### src/rtl/ptt_defs.vh
/*
  Constants for the periodic tick timer: widths, reset values, longest period and count step.
  Assumes inclusion by bare name from the timer design files.
*/
`ifndef PTT_DEFS_VH
`define PTT_DEFS_VH
`define PTT_CNT_W        24
`define PTT_PERIOD_W     25
`define PTT_CNT_RST      24'h000000
`define PTT_RELOAD_RST   24'h000000
`define PTT_PERIOD_RST   25'h0000001
`define PTT_PERIOD_MAX   25'h1000000
`define PTT_ONE_CNT      24'h000001
`endif

### src/rtl/ptt_timer.v
/*
  Periodic tick timer: a 24-bit down counter with reload, counter enable,
  interrupt enable and a pending tick that waits for handler entry.
  Period readback and current value are read straight from registers.
  Assumes every control input comes from logic on i_clock, so none of them
  is synchronised; only i_nrst is asynchronous, and its release passes two flops here
  before the rest of the block sees it.
  Assumes software keeps the period legal; a period of 0 is not refused but
  folded onto the longest period.
*/
`timescale 1ns/1ps
`include "ptt_defs.vh"
module ptt_timer (
  input  wire                     i_clock,
  input  wire                     i_nrst,
  input  wire                     i_enable,
  input  wire                     i_int_enable,
  input  wire                     i_period_wr,
  input  wire [`PTT_PERIOD_W-1:0] i_tick_period_value,
  input  wire                     i_current_wr,
  input  wire                     i_handler_entry,
  output wire [`PTT_PERIOD_W-1:0] o_tick_period_value,
  output wire [`PTT_CNT_W-1:0]    o_tick_current_value,
  output wire                     o_running,
  output wire                     o_rollover,
  output wire                     o_tick_irq
);
  localparam [0:0] ST_IDLE = 1'b0;
  localparam [0:0] ST_RUN  = 1'b1;

  reg                     rst_meta_n_reg;
  reg                     rst_n_reg;
  reg [`PTT_CNT_W-1:0]    reload_reg;
  reg [`PTT_CNT_W-1:0]    reload_next;
  reg [`PTT_PERIOD_W-1:0] period_reg;
  reg [`PTT_PERIOD_W-1:0] period_next;
  reg [`PTT_CNT_W-1:0]    tick_current_value_reg;
  reg [`PTT_CNT_W-1:0]    count_next;
  reg                     state_reg;
  reg                     state_next;
  reg                     roll_reg;
  reg                     roll_next;
  wire                    cnt_zero;
  wire                    irq_set;
  wire                    pend;

  // True when a counter value has reached the end of its period
  function is_zero;
    input [`PTT_CNT_W-1:0] value;
    begin
      is_zero = (value == `PTT_CNT_RST);
    end
  endfunction

  // Period 0 is outside the legal range; it reads back as the longest period
  function [`PTT_PERIOD_W-1:0] period_norm;
    input [`PTT_PERIOD_W-1:0] value;
    begin
      if (is_zero(value[`PTT_CNT_W-1:0]))
        period_norm = `PTT_PERIOD_MAX;
      else
        period_norm = {1'b0, value[`PTT_CNT_W-1:0]};
    end
  endfunction

  // Assertion stays asynchronous so the block resets with no clock running
  always @(posedge i_clock or negedge i_nrst) begin
    if (!i_nrst) begin
      rst_meta_n_reg <= 1'b0;
      rst_n_reg      <= 1'b0;
    end else begin
      rst_meta_n_reg <= 1'b1;
      rst_n_reg      <= rst_meta_n_reg;
    end
  end

  // Only a period write moves these; the running count is left alone
  always @* begin
    reload_next = reload_reg;
    period_next = period_reg;
    if (i_period_wr) begin
      reload_next = i_tick_period_value[`PTT_CNT_W-1:0] - `PTT_ONE_CNT;
      period_next = period_norm(i_tick_period_value);
    end
  end

  // Enable is seen one clock late, so counting starts after o_running rises
  always @* begin
    case (state_reg)
      ST_IDLE: state_next = i_enable ? ST_RUN : ST_IDLE;
      ST_RUN:  state_next = i_enable ? ST_RUN : ST_IDLE;
      default: state_next = ST_IDLE;
    endcase
  end

  assign cnt_zero = is_zero(tick_current_value_reg);

  always @* begin
    count_next = tick_current_value_reg;
    roll_next  = 1'b0;
    case (state_reg)
      ST_IDLE: begin
        // Stopped: hold the count so a later enable resumes from it
        count_next = tick_current_value_reg;
      end
      ST_RUN: begin
        if (cnt_zero) begin
          count_next = reload_reg;
          roll_next  = 1'b1;
        end else begin
          count_next = tick_current_value_reg - `PTT_ONE_CNT;
        end
      end
      default: begin
        count_next = `PTT_CNT_RST;
        roll_next  = 1'b0;
      end
    endcase
    // A write clears to zero so the next enabled clock reloads
    if (i_current_wr) begin
      count_next = `PTT_CNT_RST;
      roll_next  = 1'b0;
    end
  end

  always @(posedge i_clock or negedge rst_n_reg) begin
    if (!rst_n_reg) begin
      reload_reg <= `PTT_RELOAD_RST;
      period_reg <= `PTT_PERIOD_RST;
    end else begin
      reload_reg <= reload_next;
      period_reg <= period_next;
    end
  end

  always @(posedge i_clock or negedge rst_n_reg) begin
    if (!rst_n_reg)
      tick_current_value_reg <= `PTT_CNT_RST;
    else
      tick_current_value_reg <= count_next;
  end

  always @(posedge i_clock or negedge rst_n_reg) begin
    if (!rst_n_reg)
      state_reg <= ST_IDLE;
    else
      state_reg <= state_next;
  end

  always @(posedge i_clock or negedge rst_n_reg) begin
    if (!rst_n_reg)
      roll_reg <= 1'b0;
    else
      roll_reg <= roll_next;
  end

  // Rollovers are masked before they reach the pending flag
  assign irq_set = roll_reg & i_int_enable;

  ptt_pend u_pend (
    .i_clock (i_clock),
    .i_rst_n (rst_n_reg),
    .i_set   (irq_set),
    .i_clear (i_handler_entry),
    .o_pend  (pend)
  );

  assign o_tick_period_value  = period_reg;
  assign o_tick_current_value = tick_current_value_reg;
  assign o_running            = state_reg;
  assign o_rollover           = roll_reg;
  assign o_tick_irq           = pend & i_int_enable;
endmodule // ptt_timer

### src/rtl/ptt_pend.v
/*
  Pending flag for the tick interrupt: set by a rollover, cleared on handler entry.
  Assumes synchronous inputs on i_clock and an already synchronised reset.
*/
`timescale 1ns/1ps
module ptt_pend (
  input  wire i_clock,
  input  wire i_rst_n,
  input  wire i_set,
  input  wire i_clear,
  output wire o_pend
);
  reg pend_reg;
  reg pend_next;

  always @* begin
    pend_next = pend_reg;
    if (i_clear)
      pend_next = 1'b0;
    // A rollover in the same cycle as handler entry must not be lost
    if (i_set)
      pend_next = 1'b1;
  end

  always @(posedge i_clock or negedge i_rst_n) begin
    if (!i_rst_n)
      pend_reg <= 1'b0;
    else
      pend_reg <= pend_next;
  end

  assign o_pend = pend_reg;
endmodule // ptt_pend

### config.mk
export PLATFORM = sky130hd
export DESIGN_NAME = ptt_timer
export DESIGN_NICKNAME = d
export VERILOG_FILES = /design/src/rtl/ptt_timer.v /design/src/rtl/ptt_pend.v
export VERILOG_INCLUDE_DIRS = /design/src /design/src/rtl
export SDC_FILE = /design/constraint.sdc
export NUM_CORES = 1
export LEC_CHECK = 0
export CORE_ASPECT_RATIO = 0.75
export CORE_MARGIN = 1.5
export CORE_UTILIZATION = 31
export DETAILED_ROUTE_END_ITERATION = 6
export DONT_BUFFER_PORTS = 1
export PLACE_DENSITY_LB_ADDON = 0.1
export SYNTH_ARGS = -nofsm -noshare
export SYNTH_HDL_FRONTEND = slang
export SYNTH_SLANG_ARGS = --single-unit
### constraint.sdc
create_clock -name i_clock -period 6.2 [get_ports i_clock]
set_input_delay 0.93 -clock i_clock [delete_from_list [all_inputs] [get_ports i_clock]]
set_output_delay 0.93 -clock i_clock [all_outputs]
set_load 0.01 [all_outputs]
==> results.cfg, run 1 <==
[clocking]
cts_root_buf = clkbuf_16
max-clock-path-buffers = 2
cts.reportedPaths.clkPinSlew_ns = 0.06
worstSkewPairLatency_ns = 0.33
cts_sinks = 78
cts_htree_levels = 3
cts_setup_buffers = 0
postCtsResizedCells = 0
cts_made_buffers = 9
cts_hold_buf = 0
cts_tree = yes

[drt]
drt-initial-drc-count = 224
viasPerCell = 5.51
vias = 3133
drcViolationCount = 0
firstDrtPassIters = 4
ant_nets = 0
wirelength_um = 10900
wl_per_cell_um = 19.2

[worst_setup_path]
rr_endpoint = o_tick_current_value[7]
crit_type = reg2reg
crit_path_end_kind = flip-flop
reg2reg_slack_ns = 3.22
crit_fanout = 16
reg2regPathDepth = 7
worstSetupStartpointType = flip-flop
r2r-start = o_tick_current_value[0]
critPathRequiredTime_ns = 6.42
crit_arrival_ns = 3.20

[floorplan]
num_rows = 35
start_util_pct = 32.2
fp.dieH_um = 102
io_pins = 84
die_w_um = 135
design.die.area_mm2 = 0.0137
core-area_mm2 = 0.0125

[sta]
setup_violations = 0
max_slew.worst_pin.slew_ns = 1.22
slew-limit-headroom_pct = 18.5
max_freq_ghz = 0.335
timing_hold_violations_final = 0
final.setup.tns_ns = 0
timing_max_transition_violations_final = 0
fin_crit_sh_pct = 48.1
rsz0062_at_grt = no
min_period_ns = 2.98
finalClockSkew_ns = 0.00377

[grt]
grt.total_usage_pct = 16.7
antenna_found_initial = 0
grt_max_degree = 77
overflow = 0
grt_pass1_wl_um = 17400
grt_pass1_vias = 3124

[logic_synthesis]
netlist_instances = 404
synth.area.top_cells = dfrtp_1 (48%), mux2_2 (7.6%), nor2_1 (4.4%)
yosys.cell_types.count = 53
synth-seq-cells = 78
synth_top_area_cell = dfrtp_1
syn_nets = 440
syn_area_mm2 = 0.00402
yosysSeqAreaShare_pct = 48.5
async_reset_ff_share_pct = 100
syn_avg_cell_area_um2 = 9.96
synth-edff-count = 0
synth_top_area_share_pct = 47.9
synth_ff_type = dfrtp_1
yosysWarnings = 0

[cells_and_area]
register_area_mm2 = 0.00196
largest_reg_flops = 25
layout-drive-gt1-share_pct = 14.1
diodes = 0
syn_to_final_growth_pct = 10.7
fill_cells = 1278
nets = 434
multiInputGateArea_mm2 = 0.00194

[flow_run]
drv_cap = 0

[power_and_ir_drop]
leakage_nw = 1.73
vdd_drop_max_mv = 0.194
p_per_area_mw_per_mm2 = 442
fin_total_pwr_w = 0.00197

[place]
post-dp-hpwl_um = 7660
gp_congestion = 0.874
portBuffers = 0

[outcome]
outcome = finished clean

[worst_hold_path]
hp-class = in2async
-- report_power, final --
group,switching [W],total [W],internal (W)
clock,0.000205,0.000517,0.000312
sequential,0.000177,0.000772,0.000595
combinational,0.000408,0.000678,0.000271
total,0.000790,0.00197,0.00118
-- cell usage after synthesis (3+ instances only) --
cell type	number
nand4_1	7
nand2_1	19
or3_1	6
o31ai_1	4
inv_1	14
nand3_1	13
mux2_2	27
o22ai_1	3
nor4_1	12
or4_1	6
a31oi_1	9
xor2_1	5
nor3_1	15
o2bb2ai_1	3
xnor2_1	15
o21ai_0	18
ha_1	4
clkbuf_1	16
nor3b_1	3
nor2_1	47
buf_2	3
nor2b_1	3
a21oi_1	28
mux2i_1	4
a32o_1	7
nand2b_1	5
dfrtp_1	77
-- cell families (layout without fill, tap and decap cells) --
| kind of cell | Yosys count | count (layout) | synth area share (%) |
|---|---|---|---|
| AND/OR/NAND/NOR | 154 | 154 | 21.0 |
| adder cells (fa/ha/maj) | 4 | 4 | 1.24 |
| flip-flops | 78 | 78 | 48.5 |
| multiplexers | 32 | 32 | 8.83 |
| XOR/XNOR | 20 | 20 | 4.35 |
| buffers and inverters | 34 | 33 | 3.26 |
| other | 1 | 1 | 0.0932 |
| AO/OA/AOI/OAI | 81 | 81 | 12.7 |
-- critical path: stages (launching register included) --
cell and delay (ns):
dfrtp_1 0.47, inv_1 0.14, ha_1 0.21, nor4b_2 0.39
nand4_1 0.16, nor2_1 0.95, o21ai_0 0.23, a32o_1 0.31
-- worst max path at each step --
stage                       startpoint                        to  slack (ns)  cells past startpoint
3_5_place_dp   o_tick_current_value[0]  o_tick_current_value[10]        3.22                      7
3_3_place_gp   o_tick_current_value[0]  o_tick_current_value[11]        3.26                      7
5_1_grt        o_tick_current_value[0]  o_tick_current_value[12]        2.98                      7
6_report       o_tick_current_value[0]   o_tick_current_value[7]        3.22                      7
2_1_floorplan                rst_n_reg                o_rollover        3.87                      0
4_1_cts        o_tick_current_value[0]   o_tick_current_value[7]        3.20                      7
-- final cells by class --
class,instances,area share (%)
well taps,166,4.66
repair buffers,2,0.337
flip-flops and latches,78,43.9
multi-input cells,292,43.5
inverters,15,1.26
clock inverters,2,0.787
clock buffers,14,5.48
-- layout by cell type (no fill, tap or decap), drive strengths merged, types with 5 or more instances in the layout --
cell and n:
o21ai 18, a31oi 9, nor3 16, nand2b 5, xnor2 15, or3 8, or4 7, inv 14
mux2 28, nor4 15, xor2 5, dfrtp 77, a21oi 28, nand3 13, nand2 20, a32o 7
nand4 7, clkbuf 14, nor2 48
-- stage by stage --
stage               hold WS [ns]  area [um^2]  cells  worst slack, ns  util [%]
CTS                        0.273         4450    569             3.20      35.7
floorplan                  0.331         4020    404             3.87         -
global route               0.267         4450    569             2.98      35.7
detailed placement         0.339         4180    553             3.22      33.5
finish                     0.288         4450    569             3.22      35.7
global placement           0.343         4180    553             3.26      33.5
-- layer usage --
metal  global-route usage, %  part of all wire (%)
met5                       0                     0
met4                    5.05                  0.99
met3                    6.06                   7.8
met2                    24.8                    44
met1                    22.9                    47
Power figures use the tool's default switching activity.
==> inputs of run 2 (changes only) <==
==> constraint.sdc (replaced) <==
create_clock -name i_clock -period 2.82 [get_ports i_clock]
set_input_delay 0.423 -clock i_clock [delete_from_list [all_inputs] [get_ports i_clock]]
set_output_delay 0.423 -clock i_clock [all_outputs]
set_load 0.01 [all_outputs]
==> run 2 against run 1 <==
  * Fmax rose by 20%
  * Clock-buffer cell count shrank 5
  * Global-route usage grew 0.39 points
  * Worst hold slack lost 0.17 ns
  * Via count rose by 0.13%
  * Combinational power rose to 2.6 times the previous value
  * Final cell count is 3.3% higher
  * Total power grew 130%
  * Cell area increased by 3.5%
  * Die area is the same
  * Core utilization increased by 1.3 points
==> results.cfg, run 2 (same netlist as run 1, synthesis figures left out) <==
[sta]
max_freq_ghz = 0.403
final.setup.tns_ns = 0
finalClockSkew_ns = 0.00587
setup_violations = 0
max_slew.worst_pin.slew_ns = 1.04
timing_hold_violations_final = 0
fin_crit_sh_pct = 88.0
hold_slack_ns = 0.115
timing_max_transition_violations_final = 0
min_period_ns = 2.48
slew-limit-headroom_pct = 30.7
postLayoutSetupSlackWorst_ns = 0.338
rsz0062_at_grt = no

[cells_and_area]
largest_reg_flops = 25
mostFrequentLayoutCells = dfrtp_1 (76), nor2_1 (47), a21oi_1 (28), mux2_2 (27), buf_4 (20)
fill_cells = 1278
syn_to_final_growth_pct = 14.6
fin_area_mm2 = 0.00461
layout_commonest_cell = dfrtp_1
layout-drive-gt1-share_pct = 19.0
nets = 453
diodes = 0

[clocking]
cts_hold_buf = 1
postCtsResizedCells = 0
cts_tree = yes
cts_made_buffers = 9
max-clock-path-buffers = 2
worstSkewPairLatency_ns = 0.34
cts_root_buf = clkbuf_16
cts_sinks = 78
cts.reportedPaths.clkPinSlew_ns = 0.06
cts_htree_levels = 3
cts_setup_buffers = 0

[worst_setup_path]
crit_path_end_kind = flip-flop
crit_type = reg2reg
critPathRequiredTime_ns = 3.05
crit_fanout = 11
crit_arrival_ns = 2.71
worstSetupStartpointType = flip-flop

[power_and_ir_drop]
p_per_area_mw_per_mm2 = 988
leakage_nw = 1.83
vdd_drop_max_mv = 0.410
fin_total_pwr_w = 0.00456

[place]
portBuffers = 0
dpl_cell_area_mm2 = 0.00431
pre_cts_slack_ns = 0.341
gp_congestion = 0.823
post-dp-hpwl_um = 7930

[outcome]
outcome = finished clean

[worst_hold_path]
hp-class = in2reg

[drt]
drt-initial-drc-count = 148
drcViolationCount = 0
ant_nets = 0
viasPerCell = 5.34
vias = 3137
wl_per_cell_um = 19.0
wirelength_um = 11100
firstDrtPassIters = 5

[grt]
grt_pass1_wl_um = 17700
antenna_found_initial = 0
overflow = 0
grt_pass1_vias = 3177
grt_max_degree = 77
grt.total_usage_pct = 17.1

[floorplan]
die_w_um = 135
start_util_pct = 32.2
fp.dieH_um = 102
design.die.area_mm2 = 0.0137
io_pins = 84
core-area_mm2 = 0.0125
num_rows = 35

[flow_run]
drv_cap = 0
## run 2: cell types whose count changed in the layout (fill, tap and decap cells not counted), sizes merged
| cell | previous run | this run |
|---|---|---|
| dlygate4sd3 | 0 | 1 |
| clkinv | 2 | 5 |
| buf | 2 | 20 |
| clkinvlp | 0 | 2 |
| clkbuf | 14 | 9 |
## run 2: path summary, 6_finish.rpt
kind | slack, ns | endpoint | cells after the start | start
min in group asynchronous | 0.31 | rst_n_reg | 1 | i_nrst
setup reg to reg | 0.34 | o_tick_current_value[2] | 5 | o_tick_current_value[19]
hold / removal | 0.11 | o_running | 0 | i_enable
max in group asynchronous | 1.63 | o_tick_period_value[15] | 0 | rst_n_reg
hold reg to reg | 0.35 | rst_n_reg | 0 | rst_meta_n_reg
setup / recovery | 0.34 | o_tick_current_value[2] | 5 | o_tick_current_value[19]
## run 2: metrics by stage
step | instances | util [%]
CTS | 588 | 36.9
global route | 588 | 36.9
global placement | 571 | 34.5
finish | 588 | 36.9
floorplan | 404 | -
detailed placement | 571 | 34.5
## run 2: report_power, final
group,internal [W],switching [W]
sequential,0.00131,0.000298
combinational,0.000758,0.00103
clock,0.000679,0.000476
## run 2: area by class of cell
type / instances / area [um^2] / share of cell area (%)
clock buffers: 9 / 225 / 4.88
clock inverters: 7 / 65.1 / 1.41
inverters: 15 / 56.3 / 1.22
multi-input cells: 292 / 1940 / 42.1
flip-flops and latches: 78 / 1960 / 42.4
well taps: 166 / 208 / 4.50
repair buffers: 21 / 160 / 3.47
## run 2: critical path, cell delays in order, from the launching register on
cell and delay [ns]:
dfrtp_1 0.45, nor4_1 0.52, nand2_1 0.20, or2_0 0.56, mux2_1 0.43, a32o_1 0.20
## run 2: layer usage
metal / GRT usage, % / vias to the layer above / part of all wire (%)
met3: 6.31 / 12 / 7.6
met2: 24.8 / 99 / 43
met1: 24.0 / 1534 / 48
met5: 0 / - / 0
li1: - / 1492 / -
met4: 4.55 / 0 / 1.1
==> inputs of run 3 (changes only) <==
--- a/config.mk
+++ b/config.mk
@@ -6,6 +6,7 @@
 export SDC_FILE = /design/constraint.sdc
 export NUM_CORES = 1
 export LEC_CHECK = 0
+export ABC_AREA = 1
 export CORE_ASPECT_RATIO = 0.75
 export CORE_MARGIN = 1.5
 export CORE_UTILIZATION = 31
==> run 3 against run 2 <==
  * Register-to-register slack gained 0.43 ns
  * Sequential share of layout area shrank 2.6 points
  * Synthesized cell count grew 58%
  * Core utilization shrank 1.4 points
  * Global-route usage grew 1.3 points
  * Critical path depth grew 3
  * Critical endpoint is now o_tick_current_value[18]
  * Largest power group unchanged
==> results.cfg, run 3 <==
[logic_synthesis]
yosysSeqAreaShare_pct = 44.1
synth.area.top_cells = dfrtp_1 (44%), nand2_1 (18%), nor2_1 (11%)
netlist_instances = 640
yosysWarnings = 0
syn_avg_cell_area_um2 = 6.92
synth_top_area_share_pct = 43.5
yosys.cell_types.count = 29
syn_area_mm2 = 0.00443
synth_ff_type = dfrtp_1
synth-edff-count = 0
async_reset_ff_share_pct = 100
syn_nets = 676
yosysMostFrequentCell = nand2_1
synth_top_area_cell = dfrtp_1
synth-seq-cells = 78
synth_common_cells = nand2_1 (212), nor2_1 (127), dfrtp_1 (77), inv_1 (55), nand3_1 (51)

[worst_setup_path]
r2r-start = o_tick_current_value[16]
rr_endpoint = o_tick_current_value[18]
startpoint = o_tick_current_value[16]
critPathRequiredTime_ns = 3.07
crit_fanout = 41
reg2reg_slack_ns = 0.77
crit_path_end_kind = flip-flop
crit_arrival_ns = 2.29
crit_type = reg2reg
reg2regPathDepth = 8
crit_end = o_tick_current_value[18]
worstSetupStartpointType = flip-flop

[grt]
antenna_found_initial = 0
grt_pass1_vias = 3820
grt_max_degree = 77
grt.total_usage_pct = 18.4
grt_pass1_wl_um = 20800
overflow = 0

[floorplan]
io_pins = 84
design.die.area_mm2 = 0.0150
start_util_pct = 32.0
num_rows = 37
core-area_mm2 = 0.0138
die_w_um = 141
fp.dieH_um = 106

[cells_and_area]
largest_reg_flops = 25
fin_cells = 817
syn_to_final_growth_pct = 11.0
mostFrequentLayoutCells = nand2_1 (212), nor2_1 (127), dfrtp_1 (76), inv_1 (55), nand3_1 (51)
diodes = 0
nets = 673
layout-drive-gt1-share_pct = 5.14
fill_cells = 1470
layout_commonest_cell = nand2_1

[clocking]
cts_tree = yes
cts.reportedPaths.clkPinSlew_ns = 0.06
max-clock-path-buffers = 2
cts_root_buf = clkbuf_16
cts_made_buffers = 9
cts_sinks = 78
cts_htree_levels = 3
worstSkewPairLatency_ns = 0.35
postCtsResizedCells = 0

[drt]
drt-initial-drc-count = 234
firstDrtPassIters = 4
vias = 4009
wirelength_um = 12900
viasPerCell = 4.91
drcViolationCount = 0
wl_per_cell_um = 15.8
ant_nets = 0

[power_and_ir_drop]
p_int_w = 0.00278
leakage_nw = 2.41
p_sw_w = 0.00224
p_clk_share_pct = 25.5
p_per_area_mw_per_mm2 = 1020
vdd_drop_max_mv = 0.369
swShare_pct = 44.6
p_comb_share_pct = 41.3
p_seq_share_pct = 33.2

[sta]
postLayoutSetupSlackWorst_ns = 0.773
timing_hold_violations_final = 0
max_freq_ghz = 0.488
timing_max_transition_violations_final = 0
min_period_ns = 2.05
finalClockSkew_ns = 0.00658
final.setup.tns_ns = 0
rsz0062_at_grt = no
fin_crit_sh_pct = 72.6
slew-limit-headroom_pct = 31.0
max_slew.worst_pin.slew_ns = 1.04
setup_violations = 0

[place]
gp_congestion = 0.875
post-dp-hpwl_um = 9430
dp_cells = 800
portBuffers = 0
pre_cts_slack_ns = 0.761

[flow_run]
drv_cap = 0

[worst_hold_path]
hp-class = in2reg

[outcome]
outcome = finished clean
==> run 3: repair_timing <==
item                                   CTS  global route
hold buffers                             1             0
setup buffers                            0             0
endpoints found under the hold margin    2             0
==> run 3: logic make-up (layout without fill, tap and decap cells) <==
logic type               after synthesis  count (layout)  synth area share (%)
AO/OA/AOI/OAI                         48              48                  5.88
XOR/XNOR                               6               6                  1.19
adder cells (fa/ha/maj)                4               4                  1.13
buffers and inverters                 77              79                  7.26
flip-flops                            78              78                  44.1
other                                  1               1                0.0847
AND/OR/NAND/NOR                      426             426                  40.3
==> run 3: worst min path at each step <==
| stage | start | to | slack (ns) | cells after the start |
|---|---|---|---|---|
| after floorplan | i_nrst | rst_meta_n_reg | 0.13 | 0 |
| after global placement | i_nrst | rst_meta_n_reg | 0.13 | 0 |
| after detailed placement | i_nrst | rst_meta_n_reg | 0.13 | 0 |
| after CTS | i_enable | o_running | 0.08 | 0 |
| after global routing | i_enable | o_running | 0.08 | 0 |
| final | i_enable | o_running | 0.10 | 0 |
==> run 3: worst max-delay path, cell delays in order (launching register included) <==
cell and delay [ns]:
dfrtp_1 0.48, nor2_1 0.22, nand2_1 0.12, nor2_1 0.24, nand3_4 0.41, nor2_1 0.25
nor2_1 0.07, nand2_1 0.08, nand2_1 0.05
==> run 3: area by class of cell <==
type	count	area, um^2	area share (%)
Inverter	57	214	4.35
Timing Repair Buffer	6	47.5	0.968
Clock buffer	9	225	4.58
Sequential cell	78	1960	39.8
Tap cell	175	219	4.46
Multi-Input combinational cell	485	2150	43.8
Clock inverter	7	98.8	2.01
==> run 3: per-stage QoR <==
stage | hold WS, ns | instance area (um^2) | utilization (%) | power [W]
2_1_floorplan | 0.127 | 4430 | - | 0.00332
3_3_place_gp | 0.127 | 4580 | 33.1 | 0.00373
3_5_place_dp | 0.127 | 4580 | 33.1 | 0.00376
4_1_cts | 0.0840 | 4910 | 35.5 | 0.00509
5_1_grt | 0.0823 | 4910 | 35.5 | 0.00547
6_report | 0.102 | 4910 | 35.5 | 0.00502
==> run 3: routing by layer <==
metal / GRT usage, % / share of wire [%] / vias to the layer above
li1: - / - / 2022
met1: 25.3 / 48 / 1880
met2: 26.5 / 42 / 98
met3: 7.43 / 8.8 / 9
met4: 4.69 / 1.1 / 0
met5: 0 / 0 / -
==> run 3: power groups by stage <==
stage / sequential (W) / combinational [W] / clock, W
6_report: 0.00167 / 0.00207 / 0.00128
5_1_grt: 0.00171 / 0.00238 / 0.00137
4_1_cts: 0.00167 / 0.00208 / 0.00133
3_5_place_dp: 0.00170 / 0.00206 / 0
3_3_place_gp: 0.00169 / 0.00204 / 0
2_1_floorplan: 0.00159 / 0.00174 / 0
